## src/ofpe_pkg.sv

```systemverilog
// Purpose: Shared constants and types for the on-chip flash program/erase controller.
// Assumes: One clock, clk, at 40 MHz; the flash interface clock is derived by division.
// Notes:   Read wait counts are derived from the clock rate, never hand-entered.
package ofpe_pkg;

  ////////////////////////////////////////////////////////////////////////////
  // Clock and read timing
  localparam int CLK_PERIOD_NS       = 25;
  localparam int CLK_FREQ_MHZ        = 1000 / CLK_PERIOD_NS;
  localparam int CF_FAST_LIMIT_MHZ   = 32;
  localparam int CF_HIT_CYCLES       = 1;
  localparam int CF_MISS_CYCLES_FAST = 2;
  localparam int CF_MISS_CYCLES_SLOW = 1;
  localparam int CF_MISS_WAIT        = (CLK_FREQ_MHZ > CF_FAST_LIMIT_MHZ) ?
                                       CF_MISS_CYCLES_FAST : CF_MISS_CYCLES_SLOW;
  // Flash interface clock is clk divided down to stay at or below its limit
  localparam int FLASH_INTERFACE_CLOCK_MAX_MHZ        = 32;
  localparam int FLASH_INTERFACE_CLOCK_DIV            = (CLK_FREQ_MHZ + FLASH_INTERFACE_CLOCK_MAX_MHZ - 1) / FLASH_INTERFACE_CLOCK_MAX_MHZ;
  localparam int DF_READ_FLASH_INTERFACE_CLOCK        = 6;
  localparam int DF_READ_CYCLES      = DF_READ_FLASH_INTERFACE_CLOCK * FLASH_INTERFACE_CLOCK_DIV;
  localparam int WAIT_CNT_W          = 8;

  ////////////////////////////////////////////////////////////////////////////
  // Areas, words and erase/program granularity
  localparam int CF_ADDR_W    = 18;
  localparam int DF_ADDR_W    = 13;
  localparam int CF_WORD_W    = 64;
  localparam int DF_WORD_W    = 8;
  localparam int CF_PROG_LSB  = 3;
  localparam int CF_ERASE_LSB = 11;
  localparam int DF_ERASE_LSB = 10;
  localparam logic [7:0] ERASED_BYTE = 8'hff;

  ////////////////////////////////////////////////////////////////////////////
  // Sequencer states and controller state
  typedef enum logic [2:0] {
    SEQ_IDLE = 3'b001,
    SEQ_RUN  = 3'b010,
    SEQ_DONE = 3'b100
  } ofpe_seq_e;
  localparam ofpe_seq_e SEQ_RESET = SEQ_IDLE;

  typedef struct packed {
    ofpe_seq_e              seq;
    logic                   opCode;
    logic                   opErase;
    logic [CF_ADDR_W-1:0]   opAddr;
    logic [CF_WORD_W-1:0]   opData;
    logic                   cmdErr;
    logic                   opDone;
    logic                   cfPend;
    logic [CF_ADDR_W-1:0]   cfAddrQ;
    logic                   cfAck;
    logic [CF_WORD_W-1:0]   cfRdata;
    logic                   cfErased;
    logic                   dfPend;
    logic [DF_ADDR_W-1:0]   dfAddrQ;
    logic                   dfAck;
    logic [DF_WORD_W-1:0]   dfRdata;
  } ofpe_ctrl_s;

endpackage

```

## src/ofpe_wait_cnt.sv

```systemverilog
// Purpose: Loadable down-counter that flags the last cycle of a read wait.
// Assumes: Load values of one or more; a load of zero wraps and expires as a load of 2**CNT_W would.
// Notes:   Expire is combinational so the caller can capture data on that edge.
`timescale 1ns/100ps
module ofpe_wait_cnt
  import ofpe_pkg::*;
#(
  parameter int CNT_W = WAIT_CNT_W
)(
  input  wire logic             clk,
  input  wire logic             srst,
  input  wire logic             ce,
  input  wire logic             load,
  input  wire logic [CNT_W-1:0] loadVal,
  output logic                  expire
);

  typedef struct packed {
    logic             active;
    logic [CNT_W-1:0] cnt;
  } ofpe_cnt_s;

  ofpe_cnt_s q;
  ofpe_cnt_s next_q;

  ////////////////////////////////////////////////////////////////////////////
  // Last counted cycle
  assign expire = q.active && (q.cnt == CNT_W'(1));

  // Count down; a fresh load wins over the running count
  always_comb
  begin
    next_q = q;
    if (load)
    begin
      next_q.active = 1'b1;
      next_q.cnt    = loadVal;
    end
    else if (q.active)
    begin
      next_q.cnt = q.cnt - CNT_W'(1);
      if (q.cnt == CNT_W'(1))
        next_q.active = 1'b0;
    end
  end

  // State register, frozen while the enable is low
  always_ff @(posedge clk)
  begin
    if (srst)
      q <= '0;
    else if (ce)
      q <= next_q;
  end

endmodule

```

## src/ofpe_align_chk.sv

```systemverilog
// Purpose: Checks that an address sits on a program or erase unit boundary.
// Assumes: LSB of one or more, the unit being 2**LSB bytes.
// Notes:   Pure logic; holds no state.
`timescale 1ns/100ps
module ofpe_align_chk
  import ofpe_pkg::*;
#(
  parameter int ADDR_W = CF_ADDR_W,
  parameter int LSB    = CF_PROG_LSB
)(
  input  wire logic [ADDR_W-1:0] addr,
  output logic                   aligned
);

  ////////////////////////////////////////////////////////////////////////////
  // Low bits must be clear
  assign aligned = (addr[LSB-1:0] == '0);

endmodule

```

## src/ofpe_ctrl.sv

```systemverilog
// Purpose: On-chip flash controller: paced code/data reads and program/erase sequencing.
// Assumes: Flash macro outside reads combinationally and reports fmDone on clk.
// Notes:   Requests and the macro share clk, so no input needs synchronising.
//
// Functional notes
// - Code flash: 64-bit program, 2 KB erase.
// - Data flash: byte program, 1 KB erase.
// - Code read: hit one cycle, miss clock-dependent.
// - Data byte read takes six flash-clock cycles.
// - Erased code reads FFh; data undefined.
// - Code reads continue during data operation.
// - Data flash closed during code operation.
// - Non-flash memory stays usable during operations.
// - Interrupts keep running during self-programming.
// - Commands from command block start sequencer.
// - Self-programming needs no system reset.
`timescale 1ns/100ps
module ofpe_ctrl
  import ofpe_pkg::*;
#(
  parameter int CF_MISS_WAIT_P   = CF_MISS_WAIT,
  parameter int DF_READ_CYCLES_P = DF_READ_CYCLES
)(
  input  wire logic                 clk,
  input  wire logic                 srst,
  input  wire logic                 ce,
  input  wire logic                 cfReq,
  input  wire logic [CF_ADDR_W-1:0] cfAddr,
  input  wire logic                 cfHit,
  output logic                      cfReady,
  output logic                      cfAck,
  output logic [CF_WORD_W-1:0]      cfRdata,
  output logic                      cfErased,
  input  wire logic                 dfReq,
  input  wire logic [DF_ADDR_W-1:0] dfAddr,
  output logic                      dfReady,
  output logic                      dfAck,
  output logic [DF_WORD_W-1:0]      dfRdata,
  input  wire logic                 cmdValid,
  input  wire logic                 cmdCode,
  input  wire logic                 cmdErase,
  input  wire logic [CF_ADDR_W-1:0] cmdAddr,
  input  wire logic [CF_WORD_W-1:0] cmdData,
  output logic                      cmdReady,
  output logic                      cmdErr,
  output logic                      opDone,
  output logic                      busy,
  output logic                      coreStall,
  output logic [CF_ADDR_W-1:0]      cfArrAddr,
  input  wire logic [CF_WORD_W-1:0] cfArrData,
  output logic [DF_ADDR_W-1:0]      dfArrAddr,
  input  wire logic [DF_WORD_W-1:0] dfArrData,
  output logic                      fmProg,
  output logic                      fmErase,
  output logic                      fmCode,
  output logic [CF_ADDR_W-1:0]      fmAddr,
  output logic [CF_WORD_W-1:0]      fmWdata,
  input  wire logic                 fmDone
);

  localparam logic [WAIT_CNT_W-1:0] CF_MISS_LOAD = WAIT_CNT_W'(CF_MISS_WAIT_P - 1);
  localparam logic [WAIT_CNT_W-1:0] DF_READ_LOAD = WAIT_CNT_W'(DF_READ_CYCLES_P - 1);
  localparam logic [CF_WORD_W-1:0]  CF_ERASED_WORD = {(CF_WORD_W / 8){ERASED_BYTE}};
  localparam logic [CF_WORD_W-DF_WORD_W-1:0] DF_PAD = '0;
  localparam logic [CF_ADDR_W-DF_ADDR_W-1:0] DF_HIGH_ZERO = '0;

  ofpe_ctrl_s q;
  ofpe_ctrl_s next_q;

  logic codeBusy;
  logic dataBusy;
  logic cfQuick;
  logic cfTake;
  logic dfTake;
  logic cmdTake;
  logic cfExpire;
  logic dfExpire;
  logic cfProgOk;
  logic cfEraseOk;
  logic dfEraseOk;
  logic dfInRange;
  logic alignOk;

  ////////////////////////////////////////////////////////////////////////////
  // Unit boundary checks on the command address
  // code and data unit alignment
  ofpe_align_chk #(.ADDR_W(CF_ADDR_W), .LSB(CF_PROG_LSB)) uCfProg (
    .addr    (cmdAddr),
    .aligned (cfProgOk)
  );
  ofpe_align_chk #(.ADDR_W(CF_ADDR_W), .LSB(CF_ERASE_LSB)) uCfErase (
    .addr    (cmdAddr),
    .aligned (cfEraseOk)
  );
  ofpe_align_chk #(.ADDR_W(CF_ADDR_W), .LSB(DF_ERASE_LSB)) uDfErase (
    .addr    (cmdAddr),
    .aligned (dfEraseOk)
  );

  // Data area commands must not address beyond the data area; bytes need no alignment
  assign dfInRange = (cmdAddr[CF_ADDR_W-1:DF_ADDR_W] == DF_HIGH_ZERO);
  assign alignOk   = cmdCode ? (cmdErase ? cfEraseOk : cfProgOk)
                             : (dfInRange && (!cmdErase || dfEraseOk));

  ////////////////////////////////////////////////////////////////////////////
  // Read wait counters
  ofpe_wait_cnt #(.CNT_W(WAIT_CNT_W)) uCfWait (
    .clk     (clk),
    .srst    (srst),
    .ce      (ce),
    .load    (cfTake && !cfQuick),
    .loadVal (CF_MISS_LOAD),
    .expire  (cfExpire)
  );
  ofpe_wait_cnt #(.CNT_W(WAIT_CNT_W)) uDfWait (
    .clk     (clk),
    .srst    (srst),
    .ce      (ce),
    .load    (dfTake),
    .loadVal (DF_READ_LOAD),
    .expire  (dfExpire)
  );

  ////////////////////////////////////////////////////////////////////////////
  // Arbitration between reads and the program/erase sequencer
  assign busy     = (q.seq != SEQ_IDLE);
  assign codeBusy = busy && q.opCode;
  assign dataBusy = busy && !q.opCode;
  // slow clock makes a miss as quick as a hit
  assign cfQuick  = cfHit || (CF_MISS_WAIT_P == 1);
  // Commands wait until no read is in flight, so no read sees half-changed cells
  assign cmdReady = (q.seq == SEQ_IDLE) && !q.cfPend && !q.dfPend;
  assign cmdTake  = ce && cmdValid && cmdReady;
  // code reads only blocked by code operations
  assign cfReady  = !q.cfPend && !codeBusy && !(cmdTake && cmdCode);
  // data flash closed while any operation runs
  assign dfReady  = !q.dfPend && !busy && !cmdTake;
  assign cfTake   = ce && cfReq && cfReady;
  assign dfTake   = ce && dfReq && dfReady;
  // stall only a waiting flash access
  // core and interrupts otherwise run freely
  assign coreStall = q.cfPend || q.dfPend || (cfReq && !cfReady) || (dfReq && !dfReady);

  // Macro read addresses hold steady while a read waits
  assign cfArrAddr = q.cfPend ? q.cfAddrQ : cfAddr;
  assign dfArrAddr = q.dfAddrQ;

  ////////////////////////////////////////////////////////////////////////////
  // Outputs to the flash macro and the requesters
  // sequencer drives the macro
  assign fmProg   = (q.seq == SEQ_RUN) && !q.opErase;
  assign fmErase  = (q.seq == SEQ_RUN) && q.opErase;
  assign fmCode   = q.opCode;
  assign fmAddr   = q.opAddr;
  assign fmWdata  = q.opData;
  assign cfAck    = q.cfAck;
  assign cfRdata  = q.cfRdata;
  assign cfErased = q.cfErased;
  assign dfAck    = q.dfAck;
  assign dfRdata  = q.dfRdata;
  assign cmdErr   = q.cmdErr;
  assign opDone   = q.opDone;

  ////////////////////////////////////////////////////////////////////////////
  // Next-state logic
  always_comb
  begin
    next_q        = q;
    next_q.cfAck  = 1'b0;
    next_q.dfAck  = 1'b0;
    next_q.cmdErr = 1'b0;
    next_q.opDone = 1'b0;
    // hit answers next cycle, miss after wait
    if (cfTake && cfQuick)
    begin
      next_q.cfAck    = 1'b1;
      next_q.cfRdata  = cfArrData;
      next_q.cfErased = (cfArrData == CF_ERASED_WORD);
    end
    else if (cfTake)
    begin
      next_q.cfPend  = 1'b1;
      next_q.cfAddrQ = cfAddr;
    end
    if (cfExpire)
    begin
      next_q.cfPend   = 1'b0;
      next_q.cfAck    = 1'b1;
      next_q.cfRdata  = cfArrData;
      next_q.cfErased = (cfArrData == CF_ERASED_WORD);
    end
    // data read paced in flash-clock cycles
    if (dfTake)
    begin
      next_q.dfPend  = 1'b1;
      next_q.dfAddrQ = dfAddr;
    end
    if (dfExpire)
    begin
      next_q.dfPend  = 1'b0;
      next_q.dfAck   = 1'b1;
      next_q.dfRdata = dfArrData;
    end
    unique case (q.seq)
      SEQ_IDLE:
      begin
        if (cmdTake && !alignOk)
          next_q.cmdErr = 1'b1;
        else if (cmdTake)
        begin
          next_q.seq     = SEQ_RUN;
          next_q.opCode  = cmdCode;
          next_q.opErase = cmdErase;
          next_q.opAddr  = cmdAddr;
          next_q.opData  = cmdCode ? cmdData : {DF_PAD, cmdData[DF_WORD_W-1:0]};
        end
      end
      SEQ_RUN:
      begin
        if (fmDone)
          next_q.seq = SEQ_DONE;
      end
      SEQ_DONE:
      begin
        next_q.seq    = SEQ_IDLE;
        next_q.opDone = 1'b1;
      end
      default:
        next_q.seq = SEQ_IDLE;
    endcase
  end

  // State register, frozen while the enable is low
  always_ff @(posedge clk)
  begin
    if (srst)
    begin
      q     <= '0;
      q.seq <= SEQ_RESET;
    end
    else if (ce)
      q <= next_q;
  end

  ////////////////////////////////////////////////////////////////////////////
  // Checks
  localparam int ACfMiss = CF_MISS_WAIT_P;
  localparam int ADfRead = DF_READ_CYCLES_P;
endmodule

```

## config.mk

```make
export PLATFORM = sky130hd
export DESIGN_NAME = ofpe_ctrl
export DESIGN_NICKNAME = d
export VERILOG_FILES = /design/src/ofpe_pkg.sv /design/src/ofpe_wait_cnt.sv /design/src/ofpe_align_chk.sv /design/src/ofpe_ctrl.sv
export SDC_FILE = /design/constraint.sdc
export NUM_CORES = 1
export LEC_CHECK = 0
export BUFFER_PORTS_ARGS = -buffer_cell sky130_fd_sc_hd__buf_2
export CAP_MARGIN = 15
export CORE_AREA = 2 2 151 153
export DETAILED_ROUTE_END_ITERATION = 7
export DIE_AREA = 0 0 153 155
export GPL_ROUTABILITY_DRIVEN = 0
export PLACE_DENSITY = 0.74
export SLEW_MARGIN = 20
export SYNTH_ARGS = -nofsm -noshare
export SYNTH_HDL_FRONTEND = slang
export SYNTH_SLANG_ARGS = --single-unit
```

## constraint.sdc

```tcl
create_clock -name clk -period 4.6 [get_ports clk]
set_input_delay 0.46 -clock clk [delete_from_list [all_inputs] [get_ports clk]]
set_output_delay 0.46 -clock clk [all_outputs]
set_load 0.005 [all_outputs]
```

==> metrics <==
pre-CTS setup slack about 1.7 ns; final number of max-transition violations 0; unrepaired setup endpoints after global routing no; post-layout net count ~1600; Buf/Inv on CP 1; LEAKAGE around 0.0048 uW; dominant synthesized flop cell dfxtp_1; Clk pwr share 0.429; Boundary Pins between 300 and 400; Via density about 5.0; mapped cell area 0.00951 mm^2; hold_sp dfArrData[4]; Pre-antenna DRT Iters 4; Reg2Reg Setup Slack 1.69 ns; Synth cell types 43; Tcrit/Tclk final 0.633; Resize count post-CTS 0; status finished clean; CP Cell Sequence or3b_1 -> a221oi_4 -> nor4b_4 -> buf_4 -> nand2_1 -> a21oi_1; total nets after synthesis approximately 1400; fin crit period just under 3 ns; vias in the first global route between 7000 and 8000; TritonCTS clock tree done; initial core utilization 0.428; Num CTS Buffers 23; power per cell area approximately 360 mW/mm^2; vias post-DR between 8000 and 9000; Crit Path Max Fanout 21; Async S/R FF share, synth 0; clk slew on worst S/H paths ~0.06 ns; drt wl/cell 14.7 um; Core ar. 0.0222 mm^2; CP max stage cell nor4b_4; YS warnings 0; Hold EP dfRdata[4]; CP arrival about 3.3 ns; total grt overflow 0; CTS root buf clkbuf_16; Gate power share 0.090; Finish-stage setup viols 0; clk sinks about 220; Clock Skew roughly 0.015 ns; row cnt 55; worst reg2reg endpoint q[105]; die height roughly 160 um; worst vdd ir around 230 uV; Synth Area per Inst ~8.1 um^2; GRT Overall Usage 0.188; required time worst endpoint 5.02 ns; share of layout cells above drive strength 1 0.339; Max-cap violations 0; Fmax achieved 343 MHz; post-cts hold buffer count 0; largest stage delay on the critical path 0.98 ns; depth of the most critical reg-to-reg path 6; relative slew slack 0.247; WL final 24.2 mm; Worst-Margin Slew roughly 1.1 ns; Seq/Total Area, Yosys 0.453; most frequent cells in the layout 391 x buf_2, 289 x nand2_1, 215 x dfxtp_1, 180 x a21oi_1, 59 x nand3_1; Sum Neg Setup Slack 0 ns; R2R Path Start q[194]; Hold Crit Class in -> reg; IO buf count approximately 400; setup bufs post-CTS 0; Int Power between 3000 and 4000 uW; CP Class reg -> reg; Synth Instances approximately 1200; Clock Path Buffers 3; Setup crit start q[194]; startpoint types flop; Layout area overhead 16.5%; Initial DRC Count between 500 and 600; Pwr Total ~4000 uW; Worst Setup End Kind flop; commonest non-fill, non-tap cell in the layout buf_2; Detailed Place HPWL approximately 17 mm; die area 0.0237 mm^2; first-pass GRT wire length approximately 38 mm; Seq pwr share 0.481; Setup WS post-layout approximately 1.7 ns; number of synthesized flops with an enable pin 0; H-tree depth 1; Psw 938 uW; DRT antenna net count 0; largest net degree at the start of global routing about 120; DRC 0; initial antenna violation count 4; Sw Ratio 0.233; Die Width ~150 um; register bit total from synthesis 215; CP top delay family simple AND/OR/NAND/NOR gates; Clock Latency Late Sink 0.50 ns; Fin. Hold Viols 0; hold path depth 3
[power groups by stage]
stage               registers [uW]  clock network, uW  logic (uW)
finish                        1940               1720         363
global route                  1940               1840         402
CTS                           1940               1760         364
detailed placement            1980                  0         363
global placement              1970                  0         359
floorplan                     1970                  0         218
[cells in the mapped netlist, drive strengths merged, types with 2 or more instances]
| library cell | instances | share of area |
|---|---|---|
| inv | 6 | 0.0024 |
| nand2 | 289 | 0.11 |
| xor2 | 7 | 0.0064 |
| clkbuf | 44 | 0.017 |
| nand3 | 59 | 0.031 |
| nor4 | 9 | 0.0059 |
| or3b | 2 | 0.0018 |
| nor3 | 21 | 0.011 |
| a21oi | 183 | 0.098 |
| dfxtp | 215 | 0.45 |
| a41oi | 2 | 0.0018 |
| nor2 | 32 | 0.013 |
| nand2b | 2 | 0.0013 |
| o21ai | 3 | 0.0016 |
| o21bai | 2 | 0.0016 |
| mux2i | 21 | 0.022 |
| nand4 | 19 | 0.012 |
| and3 | 3 | 0.0020 |
| nor4b | 2 | 0.0034 |
| ha | 4 | 0.0053 |
| buf | 199 | 0.15 |
| or3 | 3 | 0.0020 |
| xnor2 | 7 | 0.0064 |
| nor4bb | 3 | 0.0032 |
| mux2 | 18 | 0.021 |
[worst reg2reg max path, stage by stage (launching register included)]
cell,delay [ns]
dfxtp_1,0.41
or3b_1,0.48
a221oi_4,0.48
nor4b_4,0.98
buf_4,0.30
nand2_1,0.07
a21oi_1,0.12
[cell families after synthesis]
group | synth area share
and+or+nand+nor | 0.207
AOI/OAI and AO/OA | 0.109
muxes | 0.0434
adders and majority gates | 0.00526
buffers and inverters | 0.170
xor gates and xnor gates | 0.0129
DFF | 0.453
[per-stage QoR]
step | hold slack, ns | cells | instance area, um^2 | util
floorplan | 0.432 | 1167 | 9510 | -
global placement | 0.434 | 1611 | 10400 | 0.466
detailed placement | 0.440 | 1611 | 10400 | 0.466
CTS | 0.181 | 1647 | 11100 | 0.497
global route | 0.190 | 1649 | 11100 | 0.498
finish | 0.196 | 1651 | 11100 | 0.498
[state kept, by name, summed over array words and instances (netlist names)]
signal / count
cfAck: 1
cfErased: 1
cfRdata: 64
cmdErr: 1
dfAck: 1
dfArrAddr: 13
dfRdata: 8
fmAddr: 18
fmCode: 1
fmWdata: 64
opDone: 1
q: 24
uCfWait.q: 9
uDfWait.q: 9
[worst max path at each step]
stage                       endpoint  cells after the start
final                         q[105]                      6
after detailed placement      q[105]                      7
after global routing      cfRdata[3]                      6
after global placement        q[102]                      7
after floorplan           cfRdata[0]                      8
after CTS                     q[105]                      6
[area by class of cell]
class | count | area [um^2]
clock buffers | 32 | 639
well taps | 285 | 357
inverters | 7 | 26.3
clock inverters | 4 | 45.0
multi-input cells | 702 | 3610
repair buffers | 403 | 2080
fillers | 2138 | 11200
diodes | 3 | 7.51
flip-flops and latches | 215 | 4300
[metal layers]
metal	vias to the layer above	routed length [um]	part of all wire	global-route usage
li1	4077	-	-	-
met1	3742	10100	0.42	0.238
met2	337	11400	0.47	0.314
met3	51	1990	0.082	0.0476
met4	2	711	0.029	0.0648
met5	-	13	0.00054	0
Power figures use the tool's default switching activity.
